==> src/dma_pkg.sv <==
`default_nettype none
package dma_pkg;
  // Register byte offsets on the AXI4-Lite slave
  localparam int         AXI_AW    = 8;
  localparam logic [7:0] OFS_SRC   = 8'h00;
  localparam logic [7:0] OFS_DST   = 8'h04;
  localparam logic [7:0] OFS_FC    = 8'h08;
  localparam logic [7:0] OFS_CNT   = 8'h0c;
  localparam logic [7:0] OFS_MODE  = 8'h10;
  localparam logic [7:0] OFS_FLAGS = 8'h14;

  // Channel mode word field positions
  localparam int M_START  = 0;
  localparam int M_RST    = 1;
  localparam int M_BT     = 2;
  localparam int M_DWIDTH = 4;
  localparam int M_SWIDTH = 6;
  localparam int M_DINC   = 8;
  localparam int M_SINC   = 9;
  localparam int M_REQM   = 10;
  localparam int M_EIRQ   = 12;
  localparam int M_CIRQ   = 13;
  localparam int M_SIDE   = 14;

  // Event flag positions
  localparam int F_DONE = 0;
  localparam int F_WF   = 1;
  localparam int F_RF   = 2;
  localparam int F_UNSYNC = 3;

  // Space code fields inside the function code select register
  localparam int FC_DST = 0;
  localparam int FC_SRC = 4;

  // Reset values
  localparam logic [15:0] MODE_RST  = 16'h0000;
  localparam logic [3:0]  FLAGS_RST = 4'h0;
  localparam logic [7:0]  FC_RST    = 8'h00;
  localparam logic [23:0] PTR_RST   = 24'h000000;
  localparam logic [15:0] CNT_RST   = 16'h0000;

  localparam logic [1:0]  SIZE_WORD   = 2'b10;
  localparam logic [1:0]  RESP_OKAY   = 2'b00;
  localparam logic [1:0]  RESP_SLVERR = 2'b10;

  typedef enum logic [1:0] {
    REQ_LIMITED = 2'b00,
    REQ_MAX     = 2'b01,
    REQ_BURST   = 2'b10,
    REQ_STEAL   = 2'b11
  } req_mode_e;

  typedef enum logic [1:0] {
    ST_IDLE  = 2'b00,
    ST_WAIT  = 2'b01,
    ST_READ  = 2'b10,
    ST_WRITE = 2'b11
  } dma_state_e;

  // System bus cycle driven by the channel (all active high)
  typedef struct packed {
    logic [23:0] addr;
    logic [2:0]  fc;
    logic        read;
    logic        upper;
    logic        lower;
    logic        strobe;
    logic [15:0] wdata;
  } sysbus_out_s;

  // System bus answer (all active high)
  typedef struct packed {
    logic [15:0] rdata;
    logic        ack;
    logic        err;
  } sysbus_in_s;
endpackage
`default_nettype wire

==> src/dma_channel.sv <==
// The address map and the AXI4-Lite interface to the registers were left to the implementer.
`default_nettype none
module dma_channel
  import dma_pkg::*;
(
  input  wire logic              CLK_SYS,
  input  wire logic              RESET,
  input  wire logic [AXI_AW-1:0] AWADDR,
  input  wire logic              AWVALID,
  output logic                   AWREADY,
  input  wire logic [31:0]       WDATA,
  input  wire logic [3:0]        WSTRB,
  input  wire logic              WVALID,
  output logic                   WREADY,
  output logic [1:0]             BRESP,
  output logic                   BVALID,
  input  wire logic              BREADY,
  input  wire logic [AXI_AW-1:0] ARADDR,
  input  wire logic              ARVALID,
  output logic                   ARREADY,
  output logic [31:0]            RDATA,
  output logic [1:0]             RRESP,
  output logic                   RVALID,
  input  wire logic              RREADY,
  output sysbus_out_s            SBUS_OUT,
  input  wire sysbus_in_s        SBUS_IN,
  output logic                   BUS_REQ,
  input  wire logic              BUS_GRANT,
  input  wire logic              XFER_REQ_N,
  output logic                   XFER_ACK_N,
  input  wire logic              DONE_IN_N,
  output logic                   DONE_OUT_N,
  output logic                   DONE_OE_N
);
  // Byte-enable merge of a bus write into a register image
  function automatic logic [31:0] merge(input logic [31:0] old, input logic [31:0] nw,
                                        input logic [3:0] be);
    logic [31:0] r;
    r = old;
    for (int i = 0; i < 4; i++) begin
      if (be[i]) begin
        r[i*8 +: 8] = nw[i*8 +: 8];
      end
    end
    return r;
  endfunction

  logic [23:0]       src_reg;
  logic [23:0]       dst_reg;
  logic [7:0]        fc_reg;
  logic [15:0]       cnt_reg;
  logic [15:0]       mode_reg;
  logic [3:0]        flags_reg;
  logic              aw_hold_reg;
  logic [AXI_AW-1:0] aw_addr_reg;
  logic              w_hold_reg;
  logic [31:0]       w_data_reg;
  logic [3:0]        w_strb_reg;
  dma_state_e        state_reg;
  logic              cyc_reg;
  logic              bi_reg;
  logic              nb_reg;
  logic [15:0]       hold_reg;
  logic              done_seen_reg;
  logic              edge_pend_reg;
  logic              req_prev_reg;
  sysbus_out_s       sb_reg;

  // AXI write side: address and data taken in either order, then committed
  logic aw_take;
  logic w_take;
  logic wr_do;
  logic rd_do;
  logic wr_hit;
  assign aw_take = AWVALID && AWREADY;
  assign w_take  = WVALID && WREADY;
  assign wr_do   = aw_hold_reg && w_hold_reg && !BVALID;
  assign rd_do   = ARVALID && ARREADY;

  // Register write decode
  logic wr_src;
  logic wr_dst;
  logic wr_fc;
  logic wr_cnt;
  logic wr_mode;
  logic wr_flags;
  assign wr_src   = wr_do && aw_addr_reg == OFS_SRC;
  assign wr_dst   = wr_do && aw_addr_reg == OFS_DST;
  assign wr_fc    = wr_do && aw_addr_reg == OFS_FC;
  assign wr_cnt   = wr_do && aw_addr_reg == OFS_CNT;
  assign wr_mode  = wr_do && aw_addr_reg == OFS_MODE;
  assign wr_flags = wr_do && aw_addr_reg == OFS_FLAGS;
  assign wr_hit   = wr_src | wr_dst | wr_fc | wr_cnt | wr_mode | wr_flags;

  logic [31:0] src_m;
  logic [31:0] dst_m;
  logic [31:0] fc_m;
  logic [31:0] cnt_m;
  logic [31:0] mode_m;
  assign src_m  = merge({8'h00, src_reg}, w_data_reg, w_strb_reg);
  assign dst_m  = merge({8'h00, dst_reg}, w_data_reg, w_strb_reg);
  assign fc_m   = merge({24'h000000, fc_reg}, w_data_reg, w_strb_reg);
  assign cnt_m  = merge({16'h0000, cnt_reg}, w_data_reg, w_strb_reg);
  assign mode_m = merge({16'h0000, mode_reg}, w_data_reg, w_strb_reg);

  // Read mux; reserved bits and unmapped offsets read zero
  logic [31:0] rd_word;
  logic        rd_ok;
  assign rd_ok = ARADDR == OFS_SRC || ARADDR == OFS_DST || ARADDR == OFS_FC
              || ARADDR == OFS_CNT || ARADDR == OFS_MODE || ARADDR == OFS_FLAGS;
  assign rd_word = (ARADDR == OFS_SRC)   ? {8'h00, src_reg} :
                   (ARADDR == OFS_DST)   ? {8'h00, dst_reg} :
                   (ARADDR == OFS_FC)    ? {24'h000000, fc_reg} :
                   (ARADDR == OFS_CNT)   ? {16'h0000, cnt_reg} :
                   (ARADDR == OFS_MODE)  ? {16'h0000, mode_reg} :
                   (ARADDR == OFS_FLAGS) ? {28'h0000000, flags_reg} :
                   32'h00000000;

  // Mode decode
  logic soft_rst;
  logic clr_all;
  logic start;
  logic ext_mode;
  logic ext_side;
  logic s_word;
  logic d_word;
  req_mode_e req_mode;
  assign soft_rst = mode_reg[M_RST];
  assign clr_all  = RESET | soft_rst;
  assign start    = mode_reg[M_START];
  assign req_mode = req_mode_e'(mode_reg[M_REQM +: 2]);
  assign ext_mode = mode_reg[M_REQM + 1];
  assign ext_side = mode_reg[M_SIDE];
  assign s_word   = mode_reg[M_SWIDTH +: 2] == SIZE_WORD;
  assign d_word   = mode_reg[M_DWIDTH +: 2] == SIZE_WORD;

  // Access planning for the current bus cycle
  logic        is_rd;
  logic [23:0] ptr;
  logic        two_n;
  logic        acc_word;
  logic        last_acc;
  logic        periph_side;
  logic        final_op;
  logic        final_cyc;
  logic [23:0] step;
  logic [15:0] cnt_step;
  logic [7:0]  lane;
  logic [7:0]  wbyte;
  assign is_rd       = state_reg == ST_READ;
  assign ptr         = is_rd ? src_reg : dst_reg;
  // A count of one limits the operand to one byte, so odd totals end exactly
  assign two_n       = (s_word | d_word) && cnt_reg != 16'h0001;
  assign acc_word    = (is_rd ? s_word : d_word) && !ptr[0] && nb_reg && !bi_reg;
  assign last_acc    = acc_word || bi_reg == nb_reg;
  assign periph_side = ext_mode && (is_rd ? !ext_side : ext_side);
  assign final_op    = cnt_reg == (nb_reg ? 16'h0002 : 16'h0001);
  assign final_cyc   = final_op && last_acc && (ext_mode ? periph_side : !is_rd);
  assign step        = acc_word ? 24'h000002 : 24'h000001;
  assign cnt_step    = acc_word ? 16'h0002 : 16'h0001;
  assign lane        = ptr[0] ? SBUS_IN.rdata[7:0] : SBUS_IN.rdata[15:8];
  assign wbyte       = bi_reg ? hold_reg[7:0] : hold_reg[15:8];

  // Request qualification; the edge latch only arms while started
  logic fell;
  logic trigger;
  assign fell    = req_prev_reg && !XFER_REQ_N;
  assign trigger = start && (!ext_mode || (req_mode == REQ_BURST ? !XFER_REQ_N
                                                                 : edge_pend_reg));

  // Bus cycle outcome and events
  logic acked;
  logic errd;
  logic done_hit;
  logic op_end;
  logic set_done;
  logic hw_stop;
  logic [3:0] set_flags;
  assign acked    = cyc_reg && SBUS_IN.ack && !SBUS_IN.err;
  assign errd     = cyc_reg && SBUS_IN.err;
  // Ignore the end line while we drive it ourselves
  assign done_hit = cyc_reg && !DONE_IN_N && DONE_OE_N
                 && (!ext_mode || periph_side);
  assign op_end   = acked && !is_rd && last_acc;
  assign set_done = op_end && (final_op || done_seen_reg || done_hit);
  assign hw_stop  = set_done | errd;
  assign set_flags[F_DONE] = set_done;
  assign set_flags[F_WF]   = errd && !is_rd;
  assign set_flags[F_RF]   = errd && is_rd;
  assign set_flags[F_UNSYNC] = done_hit && ext_mode && !last_acc;

  // AXI handshake registers; only the hard reset touches them
  always_ff @(posedge CLK_SYS) begin
    if (RESET) begin
      aw_hold_reg <= 1'b0;
      w_hold_reg  <= 1'b0;
      AWREADY     <= 1'b0;
      WREADY      <= 1'b0;
      BVALID      <= 1'b0;
      BRESP       <= RESP_OKAY;
      ARREADY     <= 1'b0;
      RVALID      <= 1'b0;
      RDATA       <= 32'h00000000;
      RRESP       <= RESP_OKAY;
    end else begin
      aw_hold_reg <= (aw_hold_reg | aw_take) & ~wr_do;
      w_hold_reg  <= (w_hold_reg | w_take) & ~wr_do;
      AWREADY     <= !((aw_hold_reg | aw_take) & ~wr_do);
      WREADY      <= !((w_hold_reg | w_take) & ~wr_do);
      BVALID      <= wr_do | (BVALID & ~BREADY);
      if (wr_do) begin
        BRESP <= wr_hit ? RESP_OKAY : RESP_SLVERR;
      end
      ARREADY <= !(rd_do | (RVALID & ~RREADY));
      RVALID  <= rd_do | (RVALID & ~RREADY);
      if (rd_do) begin
        RDATA <= rd_word;
        RRESP <= rd_ok ? RESP_OKAY : RESP_SLVERR;
      end
    end
  end

  always_ff @(posedge CLK_SYS) begin
    if (aw_take) begin
      aw_addr_reg <= AWADDR;
    end
    if (w_take) begin
      w_data_reg <= WDATA;
      w_strb_reg <= WSTRB;
    end
  end

  // Mode word and flags; a software write of the start bit beats a hardware stop
  always_ff @(posedge CLK_SYS) begin
    if (clr_all) begin
      mode_reg  <= MODE_RST;
      flags_reg <= FLAGS_RST;
    end else begin
      if (wr_mode) begin
        mode_reg <= {1'b0, mode_m[14:0]};
      end else if (hw_stop) begin
        mode_reg[M_START] <= 1'b0;
      end
      // Set wins over a same-cycle clear
      flags_reg <= (flags_reg & ~(wr_flags && w_strb_reg[0] ? w_data_reg[3:0] : 4'h0))
                 | set_flags;
    end
  end

  // Pointers, count and space codes survive a software reset
  always_ff @(posedge CLK_SYS) begin
    if (RESET) begin
      src_reg <= PTR_RST;
      dst_reg <= PTR_RST;
      fc_reg  <= FC_RST;
      cnt_reg <= CNT_RST;
    end else begin
      if (wr_src) begin
        src_reg <= src_m[23:0];
      end else if (acked && is_rd && mode_reg[M_SINC]) begin
        src_reg <= src_reg + step;
      end
      if (wr_dst) begin
        dst_reg <= dst_m[23:0];
      end else if (acked && !is_rd && mode_reg[M_DINC]) begin
        dst_reg <= dst_reg + step;
      end
      if (wr_fc) begin
        fc_reg <= fc_m[7:0];
      end
      if (wr_cnt) begin
        cnt_reg <= cnt_m[15:0];
      end else if (acked && !is_rd) begin
        cnt_reg <= cnt_reg - cnt_step;
      end
    end
  end

  // Channel sequencer: idle, wait for grant, read phase, write phase
  always_ff @(posedge CLK_SYS) begin
    if (clr_all) begin
      state_reg     <= ST_IDLE;
      cyc_reg       <= 1'b0;
      bi_reg        <= 1'b0;
      nb_reg        <= 1'b0;
      hold_reg      <= 16'h0000;
      done_seen_reg <= 1'b0;
      edge_pend_reg <= 1'b0;
      req_prev_reg  <= 1'b1;
      sb_reg        <= '0;
      BUS_REQ       <= 1'b0;
      XFER_ACK_N    <= 1'b1;
      DONE_OUT_N    <= 1'b1;
      DONE_OE_N     <= 1'b1;
    end else begin
      req_prev_reg  <= XFER_REQ_N;
      edge_pend_reg <= start && ((edge_pend_reg && !(state_reg == ST_IDLE && trigger))
                     | (fell && req_mode == REQ_STEAL));
      unique case (state_reg)
        ST_IDLE: begin
          if (trigger) begin
            state_reg <= ST_WAIT;
            BUS_REQ   <= 1'b1;
          end
        end
        ST_WAIT: begin
          if (!start) begin
            state_reg <= ST_IDLE;
            BUS_REQ   <= 1'b0;
          end else if (BUS_GRANT) begin
            state_reg     <= ST_READ;
            nb_reg        <= two_n;
            bi_reg        <= 1'b0;
            done_seen_reg <= 1'b0;
          end
        end
        ST_READ, ST_WRITE: begin
          if (!cyc_reg) begin
            // One idle clock between cycles keeps strobes cleanly framed
            cyc_reg       <= 1'b1;
            sb_reg.strobe <= 1'b1;
            sb_reg.addr   <= ptr;
            sb_reg.read   <= is_rd;
            sb_reg.fc     <= is_rd ? fc_reg[FC_SRC +: 3] : fc_reg[FC_DST +: 3];
            sb_reg.upper  <= acc_word | !ptr[0];
            sb_reg.lower  <= acc_word | ptr[0];
            sb_reg.wdata  <= acc_word ? hold_reg : {wbyte, wbyte};
            XFER_ACK_N    <= !periph_side;
            DONE_OUT_N    <= !final_cyc;
            DONE_OE_N     <= !final_cyc;
          end else begin
            done_seen_reg <= done_seen_reg | done_hit;
            if (acked || errd) begin
              cyc_reg       <= 1'b0;
              sb_reg.strobe <= 1'b0;
              XFER_ACK_N    <= 1'b1;
              DONE_OUT_N    <= 1'b1;
              DONE_OE_N     <= 1'b1;
            end
            if (errd) begin
              state_reg <= ST_IDLE;
              BUS_REQ   <= 1'b0;
            end else if (acked && is_rd) begin
              if (acc_word) begin
                hold_reg <= SBUS_IN.rdata;
              end else if (bi_reg) begin
                hold_reg[7:0] <= lane;
              end else begin
                hold_reg[15:8] <= lane;
              end
              state_reg <= last_acc ? ST_WRITE : ST_READ;
              bi_reg    <= !last_acc;
            end else if (acked) begin
              bi_reg <= !last_acc;
              if (last_acc) begin
                // Stop bit is checked only at operand boundaries
                state_reg <= ST_IDLE;
                BUS_REQ   <= 1'b0;
              end
            end
          end
        end
      endcase
    end
  end

  assign SBUS_OUT = sb_reg;

endmodule
`default_nettype wire

==> config.mk <==
export PLATFORM = sky130hd
export DESIGN_NAME = dma_channel
export DESIGN_NICKNAME = d
export VERILOG_FILES = /design/src/dma_pkg.sv /design/src/dma_channel.sv
export SDC_FILE = /design/constraint.sdc
export NUM_CORES = 1
export LEC_CHECK = 0
export BUFFER_PORTS_ARGS = -buffer_cell sky130_fd_sc_hd__buf_2
export CORE_MARGIN = 2
export CORE_UTILIZATION = 58
export DETAILED_ROUTE_END_ITERATION = 10
export HOLD_SLACK_MARGIN = 0.08
export PLACE_DENSITY = 0.8
export SYNTH_ARGS = -nofsm -noshare
export SYNTH_HDL_FRONTEND = slang
export SYNTH_SLANG_ARGS = --single-unit
==> constraint.sdc <==
create_clock -name CLK_SYS -period 4.9 [get_ports CLK_SYS]
set_clock_uncertainty 0.05 [all_clocks]
set_input_delay 0.245 -clock CLK_SYS [delete_from_list [all_inputs] [get_ports CLK_SYS]]
set_output_delay 0.245 -clock CLK_SYS [all_outputs]
set_load 0.02 [all_outputs]
==> flow_metrics.py, run 1 <==
metrics = {
    "synthesis": {
        "synth_top_area_cells": "dfxtp_1 (33%), edfxtp_1 (8.8%), mux2i_1 (7.1%)",
        "syn-cell-area_um2": 11900,
        "yosysUniqueCellTypes": 84,
        "post-synth-top-area-fraction_pct": 33.3,
        "count_of_flip_flops_with_a_built_in_enable_after_synthesis": 35,
        "async_reset_ff_share_pct": 0,
        "netlist_instances": 1346,
        "synth_largest_area_cell": "dfxtp_1",
        "syn_area_per_cell_um2": 8.84,
        "synth_seq_cells": 233,
        "yosys_warnings": 0,
        "ys.flop_type": "dfxtp_1",
        "synth_sequential_area_ratio_pct": 42.1,
    },
    "global_routing": {
        "grt_pass1_vias": 10900,
        "largest_net_degree_at_the_start_of_global_routing": 67,
        "groute.usage.overall_pct": 33.8,
        "global_route_wire_length_before_repair_mm": 58.7,
        "grt-ovfl-total": 0,
        "number_of_antenna_violations_at_the_first_check_in_global_routing": 0,
    },
    "worst_setup_path": {
        "cp-end-kind": "flop",
        "timing.critical_path.fanout_max": 16,
        "critical_path_class": "flop to flop",
        "critical_path_arrival_ps": 4570,
        "timing.critical_path.from_type": "flop",
        "cp.required_ps": 5290,
    },
    "layout": {
        "largest_reg_flops": 47,
        "area.growth.synth_to_final_pct": 19.0,
        "nets": 1597,
        "num_antenna_cells": 0,
        "drive_above_1_share_pct": 15.5,
    },
    "detailed_routing": {
        "antenna_left": 0,
        "post-route-drc-count": 0,
        "avgRoutedWirePerCell_um": 21.2,
        "vias": 11700,
        "drt-total-wl_mm": 38.1,
        "post_drt_via_cell_ratio": 6.53,
        "firstDrtPassIters": 7,
        "first_iter_violations": 1356,
    },
    "clock_network": {
        "cts.repair_timing.setup_buffer_count": 0,
        "ctsRootBufferMaster": "clkbuf_16",
        "tritoncts_clock_tree": "yes",
        "ctsHoldBuffers": 68,
        "clock_insertion_delay_worst_skew_ps": 520,
        "htree_levels": 1,
        "clock_path_buffers": 3,
        "cts_buffers": 25,
        "clkTransAtPathRegs_ps": 60,
        "post_cts_resized": 0,
        "cts.sink_count": 233,
    },
    "die": {
        "core_um2": 20200,
        "die_w_um": 147,
        "overall_die_area_um2": 21700,
        "floorplan.initialDensity_pct": 59.0,
        "fp.dieH_um": 147,
        "std_cell_rows": 52,
        "design.portCount": 172,
    },
    "timing": {
        "rsz0062_at_grt": "no",
        "slew-limit-headroom_pct": 16.9,
        "final-hold-violation-count": 0,
        "least_margin_pin_slew_ps": 1250,
        "hold_ws_ps": 153,
        "finalMaxSlewViolations": 0,
        "setup_total_negative_slack_ps": 0,
        "achievable_clock_frequency_ghz": 0.239,
        "final_period_minus_worst_setup_slack_ps": 4180,
        "setup_violations": 0,
        "final.period_utilization_pct": 85.3,
    },
    "place": {
        "globalplace.congestion": 0.941,
        "buffer_ports.inserted": 152,
        "place_hpwl_mm": 25.5,
    },
    "pwr": {
        "p_leak_nw": 5.29,
        "power.total_mw": 4.20,
        "cellPowerDensity_nw_per_um2": 296,
        "power.ir.vdd_worst_mv": 0.266,
    },
    "job": {
        "max_cap_violations": 0,
    },
    "min_path": {
        "hold_path_class": "primary input to flop",
    },
    "outcome": {
        "status": "completed",
    },
}
cells in the mapped netlist, types with 24 or more instances:
cell type    n
o21ai_0     59
dfxtp_1    198
a221oi_1    24
nand3_1     45
mux2i_1     85
nor3_1      43
clkbuf_1    70
a21oi_1     88
a211oi_1    53
nor2_1     136
edfxtp_1    35
nand2_1    100
cell families (layout without fill, tap and decap cells):
kind of cell	Yosys count	in the layout	share of synthesized area [%]
other	1	10	0.0315
buffers and inverters	134	304	5.03
AND/OR/NAND/NOR	499	499	22.0
AO/OA/AOI/OAI	373	373	21.3
flip-flops	233	233	42.1
adder cells (fa/ha/maj)	9	9	1.14
XOR/XNOR	4	4	0.294
multiplexers	93	93	8.10
path summary, 6_finish.rpt:
check | from | endpoint | slack, ps | cells past startpoint
worst min register to register | SBUS_OUT[18]$_SDFFE_PP0P_ | SBUS_OUT[18]$_SDFFE_PP0P_ | 410 | 2
worst max-delay path | state_reg[1]$_SDFFE_PP0P_ | dst_reg[20]$_SDFFE_PP0P_ | 720 | 13
worst min-delay path | RESET | fc_reg[4]$_SDFFE_PP0P_ | 150 | 2
worst max register to register | state_reg[1]$_SDFFE_PP0P_ | dst_reg[20]$_SDFFE_PP0P_ | 720 | 13
power by group:
part	internal [mW]	switching (mW)	leakage (nW)
clock network	1.17	0.763	0.395
logic	0.104	0.155	2.97
registers	1.97	0.0341	1.92
total	3.24	0.952	5.29
through the flow:
step / util (%) / cells / area [um^2] / worst slack (ps)
6_report: 70.2 / 1795 / 14200 / 722
4_1_cts: 70.2 / 1795 / 14200 / 763
5_1_grt: 70.2 / 1795 / 14200 / 407
3_5_place_dp: 62.8 / 1683 / 12700 / 776
2_1_floorplan: - / 1355 / 11900 / 1490
3_3_place_gp: 62.8 / 1683 / 12700 / 817
area by class of cell:
type / instances / area (um^2)
Fill cell: 1593 / 6010
Clock inverter: 8 / 143
Multi-Input combinational cell: 988 / 6330
Sequential cell: 233 / 5020
Tap cell: 270 / 338
Inverter: 23 / 86.3
Clock buffer: 36 / 677
Timing Repair Buffer: 237 / 1570
layout by cell type, fill, tap and decap left out, types with 6 or more instances in the layout:
cell type        n
a221oi_1        24
edfxtp_1        35
or3_1           23
nand2_1        100
ha_1             6
a21oi_1         88
o211ai_1        21
or2_2            7
mux2_2           6
nor4_1          12
clkbuf_16       25
buf_2          152
a311oi_1        10
or4_1            8
dfxtp_1        197
nor3_1          43
dlygate4sd3_1   68
and3_1          16
clkbuf_1        10
o22a_1           6
conb_1          10
nand3_1         45
nand4_1         23
buf_4           17
nor2b_1         16
o21ai_1          6
a211oi_1        53
a221o_1          8
mux2i_1         85
and2_1          10
a31oi_1         17
nor2_1         136
o21ai_0         59
nand4b_1         6
a21o_1           9
and4_1           6
inv_1           22
a22oi_1          9
a32oi_1          7
nand2b_1        13
critical path: stages (launching register included):
cell and delay [ps]:
dfxtp_1 600, nand2b_1 100, buf_4 200, mux2_2 270, nor2_1 80, inv_1 330, ha_1 240, inv_1 50
fa_1 430, nand3b_1 300, nor4_2 660, nand3_1 250, or3_1 370, a31oi_1 160
routing by layer:
layer	track usage (%)	vias to the layer above	wire [um]
li1	-	5371	-
met1	44.3	5505	14900
met2	55.3	713	17700
met3	6.71	136	3810
met4	13.6	0	1680
met5	0	-	0
Note: power is estimated with default switching activity, not from simulation.
==> run 2, diff against run 1 <==
--- a/config.mk
+++ b/config.mk
@@ -7,10 +7,10 @@
 export LEC_CHECK = 0
 export BUFFER_PORTS_ARGS = -buffer_cell sky130_fd_sc_hd__buf_2
 export CORE_MARGIN = 2
-export CORE_UTILIZATION = 58
+export CORE_UTILIZATION = 62
 export DETAILED_ROUTE_END_ITERATION = 10
 export HOLD_SLACK_MARGIN = 0.08
-export PLACE_DENSITY = 0.8
+export PLACE_DENSITY = 0.85
 export SYNTH_ARGS = -nofsm -noshare
 export SYNTH_HDL_FRONTEND = slang
 export SYNTH_SLANG_ARGS = --single-unit
==> constraint.sdc (replaced) <==
create_clock -name CLK_SYS -period 5.07 [get_ports CLK_SYS]
set_clock_uncertainty 0.05 [all_clocks]
set_input_delay 0.2535 -clock CLK_SYS [delete_from_list [all_inputs] [get_ports CLK_SYS]]
set_output_delay 0.2535 -clock CLK_SYS [all_outputs]
set_load 0.02 [all_outputs]
==> flow_metrics.py, run 2 (synthesis gave the netlist of run 1 again) <==
metrics = {
    "detailed_routing": {
        "post-route-drc-count": 0,
        "first_iter_violations": 1479,
        "firstDrtPassIters": 6,
        "post_drt_via_cell_ratio": 6.81,
        "detail_route.wirelength.met1_mm": 14.8,
        "antenna_left": 0,
        "maxUsedRoutingLayer": "met4",
        "drt-total-wl_mm": 39.0,
        "avgRoutedWirePerCell_um": 22.2,
        "route.met3.wl_mm": 4.07,
        "vias": 12000,
        "met2_wirelength_mm": 17.9,
    },
    "timing": {
        "slew-limit-headroom_pct": 16.5,
        "hold_ws_ps": 89.8,
        "finalMaxSlewViolations": 0,
        "least_margin_pin_slew_ps": 1250,
        "final.period_utilization_pct": 79.3,
        "rsz0062_at_grt": "no",
        "setup_violations": 0,
        "achievable_clock_frequency_ghz": 0.249,
        "setup_total_negative_slack_ps": 0,
        "final_period_minus_worst_setup_slack_ps": 4020,
        "final-hold-violation-count": 0,
    },
    "worst_setup_path": {
        "cp.required_ps": 5460,
        "timing.reg2reg.worst_path_depth": 12,
        "critical_path_arrival_ps": 4410,
        "reg2reg_slack_ps": 1050,
        "cp-end-kind": "flop",
        "timing.critical_path.from_type": "flop",
        "rr_startpoint": "state_reg[1]$_SDFFE_PP0P_",
        "critical_path_class": "flop to flop",
        "regToRegEndpoint": "src_reg[14]$_SDFFE_PP0P_",
        "timing.critical_path.fanout_max": 16,
    },
    "pwr": {
        "p_leak_nw": 5.27,
        "power.total_mw": 3.96,
        "power.ir.vdd_worst_mv": 0.223,
        "cellPowerDensity_nw_per_um2": 282,
    },
    "clock_network": {
        "tritoncts_clock_tree": "yes",
        "clock_path_buffers": 3,
        "clkTransAtPathRegs_ps": 60,
        "clock_insertion_delay_worst_skew_ps": 520,
        "cts.repair_timing.setup_buffer_count": 0,
        "htree_levels": 1,
        "ctsHoldBuffers": 64,
        "cts_buffers": 25,
        "ctsRootBufferMaster": "clkbuf_16",
        "post_cts_resized": 0,
        "cts.sink_count": 233,
    },
    "layout": {
        "largest_reg_flops": 47,
        "fill_cells": 1325,
        "mostFrequentLayoutCells": "dfxtp_1 (197), buf_2 (152), nor2_1 (136)",
        "nets": 1594,
        "drive_above_1_share_pct": 15.8,
        "num_antenna_cells": 0,
        "area.growth.synth_to_final_pct": 18.0,
        "mostFrequentLayoutCell": "dfxtp_1",
        "post-route-cell-area_um2": 14000,
    },
    "global_routing": {
        "largest_net_degree_at_the_start_of_global_routing": 88,
        "number_of_antenna_violations_at_the_first_check_in_global_routing": 0,
        "groute.usage.overall_pct": 38.0,
        "grt_pass1_vias": 11200,
        "global_route_wire_length_before_repair_mm": 60.8,
        "grt-ovfl-total": 0,
    },
    "die": {
        "design.portCount": 172,
        "die_w_um": 143,
        "fp.dieH_um": 143,
        "floorplan.initialDensity_pct": 63.4,
        "std_cell_rows": 50,
        "core_um2": 18800,
        "overall_die_area_um2": 20300,
    },
    "min_path": {
        "hold-path-endpoint": "flags_reg[3]$_SDFF_PP0_",
        "hold_path_class": "primary input to flop",
        "worst_hold_startpoint": "DONE_IN_N",
        "whs_path_depth": 4,
    },
    "job": {
        "max_cap_violations": 0,
    },
    "outcome": {
        "status": "completed",
    },
    "place": {
        "globalplace.congestion": 1.00,
        "buffer_ports.inserted": 152,
        "post_dp_cell_area_um2": 12600,
        "place_hpwl_mm": 25.4,
    },
}
-- run 2: cell types whose count changed in the layout (fill, tap and decap cells not counted), moves of 3 or more --
cell | previous run | this run
clkbuf_1 | 10 | 4
dlygate4sd3_1 | 68 | 64
clkbuf_8 | 1 | 5
bufinv_16 | 4 | 1
clkinv_1 | 1 | 6
-- run 2: through the flow --
step / util [%] / std cells / setup slack [ps]
after floorplan: - / 1355 / 1660
after global placement: 67.3 / 1648 / 1340
after detailed placement: 67.3 / 1648 / 1250
after CTS: 74.8 / 1756 / 1130
after global routing: 74.8 / 1756 / 884
final: 74.8 / 1756 / 1050
-- run 2: critical path, stage by stage, from the launching register on --
cell and delay [ps]:
dfxtp_1 620, nand2b_1 160, mux2_2 290, nor2_1 80, inv_1 350, ha_1 240, inv_1 50, fa_1 410
and3b_1 310, and4_1 320, nand2_1 240, or4_1 600, a31oi_1 210
-- run 2: worst max path at each step --
stage                                    startpoint                  endpoint  slack (ps)  cells past startpoint
after global routing      state_reg[1]$_SDFFE_PP0P_  src_reg[14]$_SDFFE_PP0P_         880                     12
after detailed placement  state_reg[1]$_SDFFE_PP0P_  src_reg[14]$_SDFFE_PP0P_        1250                     12
after CTS                 state_reg[1]$_SDFFE_PP0P_  src_reg[14]$_SDFFE_PP0P_        1130                     12
after floorplan                 bi_reg$_SDFFE_PP0P_  dst_reg[20]$_SDFFE_PP0P_        1660                     12
after global placement    state_reg[1]$_SDFFE_PP0P_  src_reg[14]$_SDFFE_PP0P_        1340                     12
final                     state_reg[1]$_SDFFE_PP0P_  src_reg[14]$_SDFFE_PP0P_        1050                     12
-- run 2: metal layers --
metal,track usage [%],vias up
met4,20.8,0
met3,6.90,165
met2,60.2,786
met1,49.3,5639
li1,-,5370
met5,0,-
-- run 2: cell type report --
type / instances / area (um^2) / area share, %
Tap cell: 234 / 293 / 2.08
Timing Repair Buffer: 234 / 1540 / 10.9
Clock buffer: 34 / 709 / 5.05
Sequential cell: 233 / 5020 / 35.7
Clock inverter: 10 / 71.3 / 0.508
Inverter: 23 / 86.3 / 0.615
Multi-Input combinational cell: 988 / 6330 / 45.1
-- run 2: power by group --
| group | internal (mW) | leakage, nW | switching [mW] |
|---|---|---|---|
| Sequential | 1.91 | 1.92 | 0.0337 |
| Clock | 1.02 | 0.383 | 0.744 |
| Combinational | 0.0987 | 2.96 | 0.152 |
| Total | 3.03 | 5.27 | 0.930 |
==> run 3, diff against run 2 <==
--- a/config.mk
+++ b/config.mk
@@ -7,10 +7,10 @@
 export LEC_CHECK = 0
 export BUFFER_PORTS_ARGS = -buffer_cell sky130_fd_sc_hd__buf_2
 export CORE_MARGIN = 2
-export CORE_UTILIZATION = 62
+export CORE_UTILIZATION = 58
 export DETAILED_ROUTE_END_ITERATION = 10
 export HOLD_SLACK_MARGIN = 0.08
-export PLACE_DENSITY = 0.85
+export PLACE_DENSITY = 0.8
 export SYNTH_ARGS = -nofsm -noshare
 export SYNTH_HDL_FRONTEND = slang
 export SYNTH_SLANG_ARGS = --single-unit
==> constraint.sdc (replaced) <==
create_clock -name CLK_SYS -period 4.2 [get_ports CLK_SYS]
set_clock_uncertainty 0.05 [all_clocks]
set_input_delay 0.21 -clock CLK_SYS [delete_from_list [all_inputs] [get_ports CLK_SYS]]
set_output_delay 0.21 -clock CLK_SYS [all_outputs]
set_load 0.02 [all_outputs]
==> flow_metrics.py, run 3 (synthesis gave the netlist of run 1 again) <==
metrics = {
    "clock_network": {
        "ctsHoldBuffers": 67,
        "clock_insertion_delay_worst_skew_ps": 520,
        "cts.repair_timing.setup_buffer_count": 0,
        "cts.sink_count": 233,
        "clkTransAtPathRegs_ps": 60,
        "cts_buffers": 25,
        "clock_path_buffers": 3,
        "htree_levels": 1,
        "tritoncts_clock_tree": "yes",
        "ctsRootBufferMaster": "clkbuf_16",
        "post_cts_resized": 0,
    },
    "timing": {
        "final.period_utilization_pct": 88.4,
        "finalMaxSlewViolations": 0,
        "final_critical_path_setup_slack_ps": 488,
        "final_period_minus_worst_setup_slack_ps": 3710,
        "setup_total_negative_slack_ps": 0,
        "final-hold-violation-count": 0,
        "slew-limit-headroom_pct": 21.0,
        "achievable_clock_frequency_ghz": 0.269,
        "least_margin_pin_slew_ps": 1190,
        "rsz0062_at_grt": "no",
        "setup_violations": 0,
    },
    "worst_setup_path": {
        "critical_path_arrival_ps": 4110,
        "cp-end-kind": "flop",
        "rr_startpoint": "nb_reg$_SDFFE_PP0P_",
        "timing.critical_path.fanout_max": 9,
        "critical_path_class": "flop to flop",
        "timing.reg2reg.worst_path_depth": 10,
        "regToRegEndpoint": "src_reg[14]$_SDFFE_PP0P_",
        "timing.critical_path.from_type": "flop",
        "reg2reg_slack_ps": 490,
        "cp.required_ps": 4600,
    },
    "die": {
        "design.portCount": 172,
        "die_w_um": 147,
        "std_cell_rows": 52,
        "floorplan.initialDensity_pct": 59.0,
        "core_um2": 20200,
        "fp.dieH_um": 147,
        "overall_die_area_um2": 21700,
    },
    "detailed_routing": {
        "first_iter_violations": 1131,
        "firstDrtPassIters": 5,
        "post-route-drc-count": 0,
        "drt-total-wl_mm": 37.9,
        "avgRoutedWirePerCell_um": 21.1,
        "antenna_left": 0,
        "post_drt_via_cell_ratio": 6.50,
        "vias": 11700,
    },
    "min_path": {
        "hold_path_class": "primary input to flop",
        "whs_path_depth": 2,
        "worst_hold_startpoint": "RESET",
        "hold-path-endpoint": "fc_reg[3]$_SDFFE_PP0P_",
    },
    "layout": {
        "largest_reg_flops": 47,
        "fill_cells": 1575,
        "area.growth.synth_to_final_pct": 18.9,
        "stdcell_count": 1799,
        "seq_cell_area_um2": 5020,
        "nets": 1600,
        "mostFrequentLayoutCells": "dfxtp_1 (197), buf_2 (152), nor2_1 (136)",
        "post_route_utilization_pct": 70.2,
        "drive_above_1_share_pct": 15.5,
        "num_antenna_cells": 0,
        "mostFrequentLayoutCell": "dfxtp_1",
        "multi_input_gate_area_um2": 6330,
    },
    "global_routing": {
        "number_of_antenna_violations_at_the_first_check_in_global_routing": 0,
        "global_route_wire_length_before_repair_mm": 58.6,
        "groute.usage.overall_pct": 33.9,
        "largest_net_degree_at_the_start_of_global_routing": 69,
        "grt_most_used_layer": "met2",
        "grt-ovfl-total": 0,
        "grt.met1_usage_pct": 45.3,
        "grt.met3_usage_pct": 5.53,
        "grt_pass1_vias": 10800,
        "met2_usage_pct": 54.8,
    },
    "place": {
        "place.detailed.instances": 1687,
        "buffer_ports.inserted": 152,
        "globalplace.congestion": 0.949,
        "place_hpwl_mm": 26.0,
        "dp_worst_setup_slack_ps": 607,
    },
    "pwr": {
        "power.total_mw": 4.80,
        "cellPowerDensity_nw_per_um2": 339,
        "power.ir.vdd_worst_mv": 0.280,
        "p_leak_nw": 5.29,
    },
    "outcome": {
        "status": "completed",
    },
    "job": {
        "max_cap_violations": 0,
    },
}
run 3: cell count changes in the layout (fill, tap and decap cells not counted), sizes merged:
| cell | delta |
|---|---|
| clkinvlp | -1 |
| buf | +3 |
| clkinv | +3 |
| clkbuf | -3 |
| dlygate4sd3 | +3 |
| bufinv | +2 |
run 3: worst max path at each step:
stage | slack, ps | from | endpoint | cells past startpoint
final | 490 | nb_reg$_SDFFE_PP0P_ | src_reg[14]$_SDFFE_PP0P_ | 10
after floorplan | 790 | bi_reg$_SDFFE_PP0P_ | dst_reg[20]$_SDFFE_PP0P_ | 12
after global routing | 290 | nb_reg$_SDFFE_PP0P_ | src_reg[14]$_SDFFE_PP0P_ | 10
after CTS | 580 | nb_reg$_SDFFE_PP0P_ | src_reg[14]$_SDFFE_PP0P_ | 10
after global placement | 620 | nb_reg$_SDFFE_PP0P_ | src_reg[14]$_SDFFE_PP0P_ | 10
after detailed placement | 610 | nb_reg$_SDFFE_PP0P_ | dst_reg[20]$_SDFFE_PP0P_ | 11
run 3: layout make-up:
cell class / instances / area share [%]
clock inverters: 14 / 0.946
inverters: 23 / 0.610
multi-input cells: 988 / 44.7
well taps: 270 / 2.39
repair buffers: 240 / 11.3
flip-flops and latches: 233 / 35.4
clock buffers: 31 / 4.58
run 3: metal layers:
layer / up-vias / wire length [um]
li1: 5390 / -
met1: 5471 / 14800
met2: 713 / 17300
met3: 117 / 4080
met4: 0 / 1700
met5: - / 0
run 3: report_power, final:
group | switching [mW] | internal, mW | total [mW]
Clock | 0.890 | 1.27 | 2.16
Sequential | 0.0406 | 2.30 | 2.34
Combinational | 0.181 | 0.120 | 0.300
Total | 1.11 | 3.69 | 4.80
run 3: per-stage QoR:
stage,hold WS (ps),cell area [um^2]
2_1_floorplan,259,11900
4_1_cts,91.4,14200
3_5_place_dp,338,12700
5_1_grt,117,14200
6_report,110,14200
3_3_place_gp,336,12700
run 3: worst max-delay path: stages (launching register included):
cell,delay [ps]
dfxtp_1,500
nand4bb_1,190
mux2_2,330
nor2_1,210
inv_1,240
fa_1,500
and3b_1,300
and4_1,330
nand2_1,260
or4_1,570
a31oi_1,160
